## config.mk

```make
export PLATFORM = sky130hd
export DESIGN_NAME = gpio_port
export DESIGN_NICKNAME = d
export VERILOG_FILES = /design/src/gpio_port_pkg.sv /design/src/gpio_port.sv /design/src/pin_input_sync.sv /design/src/pin_pad_ctrl.sv
export VERILOG_INCLUDE_DIRS = /design/src /design/src/src
export SDC_FILE = /design/constraint.sdc
export NUM_CORES = 1
export LEC_CHECK = 0
export ABC_CLOCK_PERIOD_IN_PS = 2100
export BUFFER_PORTS_ARGS = -buffer_cell sky130_fd_sc_hd__buf_4
export CAP_MARGIN = 20
export CORE_MARGIN = 4
export CORE_UTILIZATION = 33
export DETAILED_ROUTE_END_ITERATION = 16
export HOLD_SLACK_MARGIN = 0.05
export SETUP_SLACK_MARGIN = 0.05
export SYNTH_ARGS = -nofsm -noshare
export SYNTH_HDL_FRONTEND = slang
export SYNTH_HIERARCHICAL = 1
export SYNTH_SLANG_ARGS = --single-unit
export TNS_END_PERCENT = 50
```

## constraint.sdc

```tcl
create_clock -name ref_clk_i -period 2.1 [get_ports ref_clk_i]
set_input_delay 0.21 -clock ref_clk_i [delete_from_list [all_inputs] [get_ports ref_clk_i]]
set_output_delay 0.21 -clock ref_clk_i [all_outputs]
set_load 0.01 [all_outputs]
```

## src/gpio_port_params.svh

```systemverilog
// constants for the 8-bit bidirectional pin port: register offsets, reset values, field positions
// assumes: included by bare name from design files; APB byte addresses, one 32-bit word per register
//
// Overview of operation
// RULE1: eight pins, each input or output
// RULE2: direction 1 disables driver, 0 drives latch
// RULE3: pin 5 input only, direction reads 1
// RULE4: port read gives pins, write hits latch
// RULE5: port write is read-modify-write into latch
// RULE6: direction controls drivers even for analog pins
// RULE7: software keeps analog pins set as inputs
// RULE8: analog-selected pin reads zero digitally
// RULE9: analog select leaves digital output untouched
// RULE10: read-modify-write may zero analog output latch
// RULE11: software initialises analog select for digital inputs
// RULE12: each pin has its own pull-up enable
// RULE13: pull-up off whenever pin is an output
// RULE14: global pull-up disable set after reset
// RULE15: output latch readable at its own offset
`ifndef GPIO_PORT_PARAMS_SVH
`define GPIO_PORT_PARAMS_SVH

// ==========================================================
// register byte offsets
`define PORT_OFS_PIN_LEVEL   12'h000
`define PORT_OFS_DIRECTION   12'h004
`define PORT_OFS_LATCH       12'h008
`define PORT_OFS_ANALOG_SEL  12'h00C
`define PORT_OFS_PULLUP_EN   12'h010
`define PORT_OFS_OPTION      12'h014

// ==========================================================
// reset values and fields
`define PORT_RST_DIRECTION   8'hFF
`define PORT_RST_LATCH       8'h00
`define PORT_RST_ANALOG_SEL  8'hFF
`define PORT_RST_PULLUP_EN   8'hFF
`define PORT_RST_OPTION      1'h1
`define PORT_INPUT_ONLY_BIT  5
`define PORT_OPT_PU_DIS_BIT  7

`endif

```

## src/gpio_port_pkg.sv

```systemverilog
// types shared by the pin port design
// assumes: compiled before every module that uses it
package gpio_port_pkg;
   // ==========================================================
   // apb slave handshake phase, one-hot
   typedef enum logic [1:0] {
      APB_IDLE   = 2'b01,  // waiting for setup
      APB_ACCESS = 2'b10   // access phase, answered now
   } apb_phase_t;
endpackage : gpio_port_pkg

```

## src/gpio_port.sv

```systemverilog
// top of the 8-bit bidirectional pin port with apb register access
// assumes: apb master per protocol; pins asynchronous; one clock, sync reset
`timescale 1ns/100ps
`include "gpio_port_params.svh"
module gpio_port #(
   parameter int WIDTH = 8                          // pins in the port [RULE1]
) (
   input  wire logic             ref_clk_i,         // 200 MHz system clock
   input  wire logic             srst_i,            // sync reset, high
   input  wire logic             psel_i,            // apb select
   input  wire logic             penable_i,         // apb enable
   input  wire logic             pwrite_i,          // apb direction
   input  wire logic [11:0]      paddr_i,           // apb byte address
   input  wire logic [31:0]      pwdata_i,          // apb write data
   input  wire logic [3:0]       pstrb_i,           // apb byte strobes
   output logic      [31:0]      prdata_o,          // apb read data
   output logic                  pready_o,          // apb ready
   output logic                  pslverr_o,         // apb error
   input  wire logic [WIDTH-1:0] pin_i,             // pin levels in
   output logic      [WIDTH-1:0] pin_o,             // pin drive value
   output logic      [WIDTH-1:0] pin_oe_n_o,        // low = pin driven
   output logic      [WIDTH-1:0] pullup_on_o        // weak pull-up enables
);
   // ==========================================================
   // register state
   logic [WIDTH-1:0] direction_reg, direction_next;   // direction bits
   logic [WIDTH-1:0] latch_reg, latch_next;           // output data latch
   logic [WIDTH-1:0] analog_reg, analog_next;         // analog select bits
   logic [WIDTH-1:0] pullup_reg, pullup_next;         // pull-up enable bits
   logic             pu_dis_reg, pu_dis_next;         // global pull-up disable
   logic [31:0]      rdata_reg, rdata_next;           // registered read data
   logic             err_reg, err_next;               // registered error
   gpio_port_pkg::apb_phase_t phase_reg, phase_next;  // slave phase

   logic [WIDTH-1:0] level;       // filtered pin levels
   logic [WIDTH-1:0] digital_rd;  // pin levels after analog gating
   logic [WIDTH-1:0] dir_view;    // direction as software sees it

   // ==========================================================
   // address decode used by both read and write paths
   function automatic logic addr_known(input logic [11:0] a);
      case (a)
         `PORT_OFS_PIN_LEVEL, `PORT_OFS_DIRECTION, `PORT_OFS_LATCH,
         `PORT_OFS_ANALOG_SEL, `PORT_OFS_PULLUP_EN, `PORT_OFS_OPTION: addr_known = 1'b1;
         default: addr_known = 1'b0;
      endcase
   endfunction : addr_known

   // ==========================================================
   // pin input path
   pin_input_sync #(.WIDTH(WIDTH)) u_sync (
      .ref_clk_i (ref_clk_i),
      .srst_i    (srst_i),
      .pin_i     (pin_i),
      .level_o   (level)
   );

   // ==========================================================
   // pad control slices
   pin_pad_ctrl #(.WIDTH(WIDTH)) u_pad (
      .direction_i  (direction_reg),
      .latch_i      (latch_reg),
      .analog_i     (analog_reg),
      .pullup_en_i  (pullup_reg),
      .pu_disable_i (pu_dis_reg),
      .level_i      (level),
      .pad_out_o    (pin_o),
      .pad_oe_n_o   (pin_oe_n_o),
      .pullup_on_o  (pullup_on_o),
      .digital_rd_o (digital_rd)
   );

   // input-only pin always reads back as input
   always_comb begin
      dir_view = direction_reg;
      dir_view[`PORT_INPUT_ONLY_BIT] = 1'b1;  // [RULE3]
   end

   // ==========================================================
   // apb slave: one wait-free access phase, so pready stays high
   wire setup_ph  = psel_i & ~penable_i;
   wire access_ph = psel_i & penable_i;
   wire wr_fire   = access_ph & pwrite_i & addr_known(paddr_i);

   // next state of all registers
   always_comb begin
      direction_next = direction_reg;
      latch_next     = latch_reg;
      analog_next    = analog_reg;
      pullup_next    = pullup_reg;
      pu_dis_next    = pu_dis_reg;
      rdata_next     = rdata_reg;
      err_next       = err_reg;
      phase_next     = phase_reg;
      case (phase_reg)
         gpio_port_pkg::APB_IDLE: begin
            if (setup_ph) begin
               phase_next = gpio_port_pkg::APB_ACCESS;
               err_next   = ~addr_known(paddr_i);   // unmapped answers pslverr
               rdata_next = 32'h0000_0000;
               case (paddr_i)
                  `PORT_OFS_PIN_LEVEL:  rdata_next[WIDTH-1:0] = digital_rd;  // pins, not latch [RULE4] [RULE8]
                  `PORT_OFS_DIRECTION:  rdata_next[WIDTH-1:0] = dir_view;    // [RULE3]
                  `PORT_OFS_LATCH:      rdata_next[WIDTH-1:0] = latch_reg;   // latch itself [RULE15]
                  `PORT_OFS_ANALOG_SEL: rdata_next[WIDTH-1:0] = analog_reg;
                  `PORT_OFS_PULLUP_EN:  rdata_next[WIDTH-1:0] = pullup_reg;
                  `PORT_OFS_OPTION:     rdata_next[`PORT_OPT_PU_DIS_BIT] = pu_dis_reg;
                  default:              rdata_next = 32'h0000_0000;
               endcase
            end
         end
         gpio_port_pkg::APB_ACCESS: begin
            phase_next = gpio_port_pkg::APB_IDLE;
            if (wr_fire && pstrb_i[0]) begin
               case (paddr_i)
                  // merge pin reads into untouched bits, so analog outputs may get zeroed
                  `PORT_OFS_PIN_LEVEL:  latch_next = (digital_rd & ~pwdata_i[WIDTH-1:0])
                                                   | pwdata_i[WIDTH-1:0];  // [RULE4] [RULE5] [RULE10]
                  `PORT_OFS_DIRECTION:  direction_next = pwdata_i[WIDTH-1:0];
                  `PORT_OFS_LATCH:      latch_next = pwdata_i[WIDTH-1:0];
                  `PORT_OFS_ANALOG_SEL: analog_next = pwdata_i[WIDTH-1:0];
                  `PORT_OFS_PULLUP_EN:  pullup_next = pwdata_i[WIDTH-1:0];   // [RULE12]
                  `PORT_OFS_OPTION:     pu_dis_next = pwdata_i[`PORT_OPT_PU_DIS_BIT];
                  default:              latch_next = latch_reg;
               endcase
            end
         end
         default: phase_next = gpio_port_pkg::APB_IDLE;
      endcase
   end

   // register update
   always_ff @(posedge ref_clk_i) begin
      if (srst_i) begin
         direction_reg <= `PORT_RST_DIRECTION;
         latch_reg     <= `PORT_RST_LATCH;
         analog_reg    <= `PORT_RST_ANALOG_SEL;
         pullup_reg    <= `PORT_RST_PULLUP_EN;
         pu_dis_reg    <= `PORT_RST_OPTION;      // pull-ups off after reset [RULE14]
         rdata_reg     <= 32'h0000_0000;
         err_reg       <= 1'b0;
         phase_reg     <= gpio_port_pkg::APB_IDLE;
      end else begin
         direction_reg <= direction_next;
         latch_reg     <= latch_next;
         analog_reg    <= analog_next;
         pullup_reg    <= pullup_next;
         pu_dis_reg    <= pu_dis_next;
         rdata_reg     <= rdata_next;
         err_reg       <= err_next;
         phase_reg     <= phase_next;
      end
   end

   assign prdata_o  = rdata_reg;
   assign pready_o  = 1'b1;
   assign pslverr_o = err_reg & access_ph;

   // ==========================================================
   // checks
   chk_drv_off_input: assert property (@(posedge ref_clk_i) disable iff (srst_i)  // [RULE2] [RULE6] [RULE9]
      (pin_oe_n_o == (direction_reg | (8'h01 << `PORT_INPUT_ONLY_BIT))))
      else $error("driver enable does not follow direction");
   chk_pin_five_in: assert property (@(posedge ref_clk_i) disable iff (srst_i)  // [RULE3]
      access_ph && !pwrite_i && paddr_i == `PORT_OFS_DIRECTION |-> prdata_o[`PORT_INPUT_ONLY_BIT])
      else $error("input-only pin direction read as output");
   chk_analog_zero: assert property (@(posedge ref_clk_i) disable iff (srst_i)  // [RULE8]
      $past(setup_ph && paddr_i == `PORT_OFS_PIN_LEVEL) && access_ph && !pwrite_i
      |-> (prdata_o[WIDTH-1:0] & $past(analog_reg)) == 8'h00)
      else $error("analog pin read nonzero");
   chk_pullup_output: assert property (@(posedge ref_clk_i) disable iff (srst_i)  // [RULE13]
      (pullup_on_o & ~pin_oe_n_o) == 8'h00)
      else $error("pull-up on while driving");
   chk_pullup_reset: assert property (@(posedge ref_clk_i)  // [RULE14]
      $past(srst_i) |-> pullup_on_o == 8'h00)
      else $error("pull-up on after reset");
   chk_latch_read: assert property (@(posedge ref_clk_i) disable iff (srst_i)  // [RULE15]
      access_ph && !pwrite_i && paddr_i == `PORT_OFS_LATCH |-> prdata_o[WIDTH-1:0] == $past(latch_reg))
      else $error("latch readback wrong");
   chk_port_rmw: assert property (@(posedge ref_clk_i) disable iff (srst_i)  // [RULE5] [RULE10]
      wr_fire && pstrb_i[0] && paddr_i == `PORT_OFS_PIN_LEVEL
      |=> latch_reg == $past(pwdata_i[WIDTH-1:0] | digital_rd))
      else $error("port write did not merge into latch");
   chk_pin_value: assert property (@(posedge ref_clk_i) disable iff (srst_i)  // [RULE4]
      pin_o == latch_reg)
      else $error("pin value differs from latch");
   // a latch write must show on the pin drive one edge later, not only in the register
   chk_latch_write: assert property (@(posedge ref_clk_i) disable iff (srst_i)  // [RULE4] [RULE15]
      wr_fire && pstrb_i[0] && paddr_i == `PORT_OFS_LATCH |=> pin_o == $past(pwdata_i[WIDTH-1:0]))
      else $error("latch write did not reach pin drive");
   // port reads carry the filtered pins, never the latch
   chk_port_read_pins: assert property (@(posedge ref_clk_i) disable iff (srst_i)  // [RULE4] [RULE8]
      $past(setup_ph && paddr_i == `PORT_OFS_PIN_LEVEL) && access_ph && !pwrite_i
      |-> prdata_o[WIDTH-1:0] == $past(level & ~analog_reg))
      else $error("port read does not show pin levels");
   // the input-only pin must never be driven, whatever software wrote
   chk_pin_five_drv: assert property (@(posedge ref_clk_i) disable iff (srst_i)  // [RULE3]
      pin_oe_n_o[`PORT_INPUT_ONLY_BIT])
      else $error("input-only pin driven");
   // with the global disable off, every enabled input pin gets its pull-up
   chk_pullup_input: assert property (@(posedge ref_clk_i) disable iff (srst_i)  // [RULE12] [RULE13]
      !pu_dis_reg |-> pullup_on_o == (pullup_reg & (direction_reg | (8'h01 << `PORT_INPUT_ONLY_BIT))))
      else $error("pull-up does not follow its enable");
endmodule : gpio_port

```

## src/pin_input_sync.sv

```systemverilog
// three-flop pin input synchroniser with agreement filter
// assumes: pin levels are asynchronous to ref_clk_i
`timescale 1ns/100ps
module pin_input_sync #(
   parameter int WIDTH = 8                  // number of pins
) (
   input  wire logic             ref_clk_i, // system clock
   input  wire logic             srst_i,    // sync reset, high
   input  wire logic [WIDTH-1:0] pin_i,     // raw pin levels
   output logic      [WIDTH-1:0] level_o    // filtered levels
);
   // ==========================================================
   // synchroniser chain
   logic [WIDTH-1:0] s1_reg, s2_reg, s3_reg, level_reg; // stages and held level
   logic [WIDTH-1:0] level_next;                       // next held level

   // a bit changes only once stages two and three agree
   always_comb begin
      for (int i = 0; i < WIDTH; i++) begin
         level_next[i] = (s2_reg[i] == s3_reg[i]) ? s3_reg[i] : level_reg[i];
      end
   end

   // first stage is read only by the second
   always_ff @(posedge ref_clk_i) begin
      if (srst_i) begin
         s1_reg    <= '0;
         s2_reg    <= '0;
         s3_reg    <= '0;
         level_reg <= '0;
      end else begin
         s1_reg    <= pin_i;
         s2_reg    <= s1_reg;
         s3_reg    <= s2_reg;
         level_reg <= level_next;
      end
   end

   assign level_o = level_reg;
endmodule : pin_input_sync

```

## src/pin_pad_ctrl.sv

```systemverilog
// per-pin pad control: driver enable, output value, pull-up, digital read gating
// assumes: purely combinational, fed from the register file
`timescale 1ns/100ps
`include "gpio_port_params.svh"
module pin_pad_ctrl #(
   parameter int WIDTH = 8                      // number of pins
) (
   input  wire logic [WIDTH-1:0] direction_i,   // 1 = input
   input  wire logic [WIDTH-1:0] latch_i,       // output latch
   input  wire logic [WIDTH-1:0] analog_i,      // analog select
   input  wire logic [WIDTH-1:0] pullup_en_i,   // per-pin pull-up
   input  wire logic             pu_disable_i,  // global pull-up disable
   input  wire logic [WIDTH-1:0] level_i,       // synchronised pin levels
   output logic      [WIDTH-1:0] pad_out_o,     // pad output value
   output logic      [WIDTH-1:0] pad_oe_n_o,    // low = driving
   output logic      [WIDTH-1:0] pullup_on_o,   // weak pull-up active
   output logic      [WIDTH-1:0] digital_rd_o   // digital read value
);
   // ==========================================================
   // one slice per pin
   for (genvar i = 0; i < WIDTH; i++) begin : g_pin
      if (i == `PORT_INPUT_ONLY_BIT) begin : g_in_only
         assign pad_oe_n_o[i] = 1'b1;                          // never driven [RULE3]
      end else begin : g_bidir
         // analog select plays no part here [RULE2] [RULE6] [RULE9]
         assign pad_oe_n_o[i] = direction_i[i];
      end
      assign pad_out_o[i]    = latch_i[i];                     // [RULE2]
      // pull-up only on inputs, gated globally [RULE12] [RULE13] [RULE14]
      assign pullup_on_o[i]  = pullup_en_i[i] & ~pu_disable_i & pad_oe_n_o[i];
      assign digital_rd_o[i] = level_i[i] & ~analog_i[i];     // analog reads zero [RULE8]
   end
endmodule : pin_pad_ctrl

```

==> summary.md <==
| Metric | Value |
|---|---|
| Status | finished clean |
| IO Count | between 100 and 150 |
| CP arrival | between 1.5 and 2 ns |
| Worst path required time | between 2 and 2.5 ns |
| Clk root buf | clkbuf_8 |
| # diodes | 0 |
| Fraction of layout cells with a size suffix above 1 | a little over a quarter |
| HP Class | input pin to flip-flop |
| H-Tree Depth | 3 |
| Wire per inst | between 10 and 15 µm |
| End of the worst hold path | u_sync/s1_reg[6]$_SDFF_PP0_ |
| R2R Setup Slk | just under 0.5 ns |
| Mapped Area | between 0.003 and 0.004 mm² |
| Post-CTS Setup Bufs | 0 |
| Final wirelength | between 7 and 8 mm |
| Hold path start | pin_i[6] |
| FMAX | 617 MHz |
| Period minus WS final | about 1.6 ns |
| Post-detailed-route DRC marker count | 0 |
| Max FO, Critical Path | 10 |
| Crit. End Element | flip-flop |
| CTS max path bufs | 2 |
| Setup TNS | 0 ns |
| Die span in y | about 110 µm |
| Initial antenna violation count | 0 |
| Total Routing Usage GR | between 10% and 20% |
| Routability Congestion | 0.796 |
| Global route total overflow | 0 |
| Reg-to-reg startpoint | phase_reg[0]$_SDFFE_PP1P_ |
| DR vias | between 2k and 3k |
| Final setup skew | between 0.009 and 0.01 ns |
| Antenna-violating nets left | 0 |
| Worst Tran Pin Value | 0.741 ns |
| Total CTS buffers | 9 |
| Fin. Hold Viols | 0 |
| Most common cell after layout, fill and taps aside | buf_4 |
| Cts hold-fix bufs | 0 |
| Vias in the first global route | approximately 2.3k |
| Iter 0 DRT Violations | around 110 |
| Crit path kind | flip-flop to flip-flop |
| Initial Utilization | roughly 34% |
| Worst-Skew Late Latency | between 0.3 and 0.4 ns |
| Port bufs | 65 |
| Area delta synth->final | 17.8% |
| Inst Count DP | 534 |
| Final std cells w/o fill | approximately 550 |
| Largest net degree at the start of global routing | 50 |
| Max-slew violation count | 0 |
| Leakage | between 0.0015 and 0.002 µW |
| Pre-Repair DR Iteration Count | 4 |
| Post-Syn Instances | 360 |
| Setup WS post-layout | a little under 0.5 ns |
| Placement Rows | 36 |
| Worst rel slew slack | between 50% and 60% |
| Avg Vias per Cell | between 4 and 5 |
| Crit path launch type | flip-flop |
| FF-to-FF End | latch_reg[0]$_SDFFE_PP0P_ |
| Ys Warns | 6 |
| Final instance area | about 0.004 mm² |
| Peak supply drop | approximately 0.25 mV |
| Post-Syn Area per Cell | 9.46 µm² |
| Tcrit/Tclk final | between 70% and 80% |
| Commonest non-fill, non-tap cells in the layout | 76 x buf_4, 75 x dfxtp_1, 42 x nand2_1 |
| Pwr Total | around 2800 µW |
| Cells resized by post-CTS repair | 0 |
| Total of max-cap violations | 0 |
| FF-to-FF path depth | 6 |
| Nets@finish | between 400 and 500 |
| DP HPWL | roughly 5.6 mm |
| Overall die width | 110 µm |
| CTS tree | built |
| Place WS | 0.290 ns |
| Pwr/cell area | roughly 700 mW/mm² |
| Fill cells | approximately 1.0k |
| Final setup vio count | 0 |
| Placed cell area | 0.00382 mm² |
| CTS sink count | 75 |
| First-pass GRT wire length | roughly 12 mm |
| Core Footprint | 0.00991 mm² |
| RSZ-0062 raised after global routing | false |
| Hold depth | 2 |
| Full die area | approximately 0.012 mm² |
| Clock transition at path regs | approximately 0.080 ns |
## worst max-delay path by stage
stage / from / endpoint / slack (ns) / depth (start not counted)
after CTS: phase_reg[0]$_SDFFE_PP1P_ / pullup_reg[0]$_SDFFE_PP1P_ / 0.48 / 6
after detailed placement: paddr_i[9] / latch_reg[0]$_SDFFE_PP0P_ / 0.29 / 7
after global routing: phase_reg[1]$_SDFFE_PP0P_ / latch_reg[1]$_SDFFE_PP0P_ / 0.30 / 6
final: phase_reg[0]$_SDFFE_PP1P_ / latch_reg[0]$_SDFFE_PP0P_ / 0.48 / 6
after floorplan: paddr_i[9] / analog_reg[1]$_SDFFE_PP1P_ / 0.45 / 6
after global placement: paddr_i[9] / latch_reg[7]$_SDFFE_PP0P_ / 0.31 / 7
## report_power, final
group          internal (µW)  total [µW]  switching [µW]
registers               1450        1470            13.9
logic                    103         228             125
clock network            607        1110             504
total                   2160        2810             643
## metrics by stage
step | utilization [%] | hold WS [ns]
5_1_grt | 40.5 | 0.0585
3_5_place_dp | 38.5 | 0.421
4_1_cts | 40.5 | 0.0635
6_report | 40.5 | 0.0766
3_3_place_gp | 38.5 | 0.417
2_1_floorplan | - | 0.282
## worst max-delay path: stages (launching register included)
cell	delay, ns
dfxtp_1	0.32
and4b_1	0.22
and4_1	0.31
and3b_1	0.22
buf_4	0.19
nor2_1	0.06
a211oi_1	0.20
## per-layer routing
layer / part of all wire (%) / wire (µm) / track usage (%) / up-vias
li1: - / - / - / 1273
met3: 7.2 / 560 / 4.29 / 6
met1: 47 / 3690 / 17.6 / 1188
met5: 0 / 0 / 0 / -
met4: 0.87 / 68 / 4.01 / 0
met2: 45 / 3470 / 19.7 / 76
## final cells by class
| type | instances | area (µm²) | area share (%) |
|---|---|---|---|
| well taps | 133 | 166 | 4.15 |
| repair buffers | 76 | 571 | 14.2 |
| flip-flops and latches | 75 | 1500 | 37.4 |
| inverters | 6 | 22.5 | 0.562 |
| multi-input cells | 244 | 1560 | 38.8 |
| clock inverters | 2 | 35.0 | 0.874 |
| clock buffers | 13 | 159 | 3.96 |
Note: power is estimated with default switching activity, not from simulation.
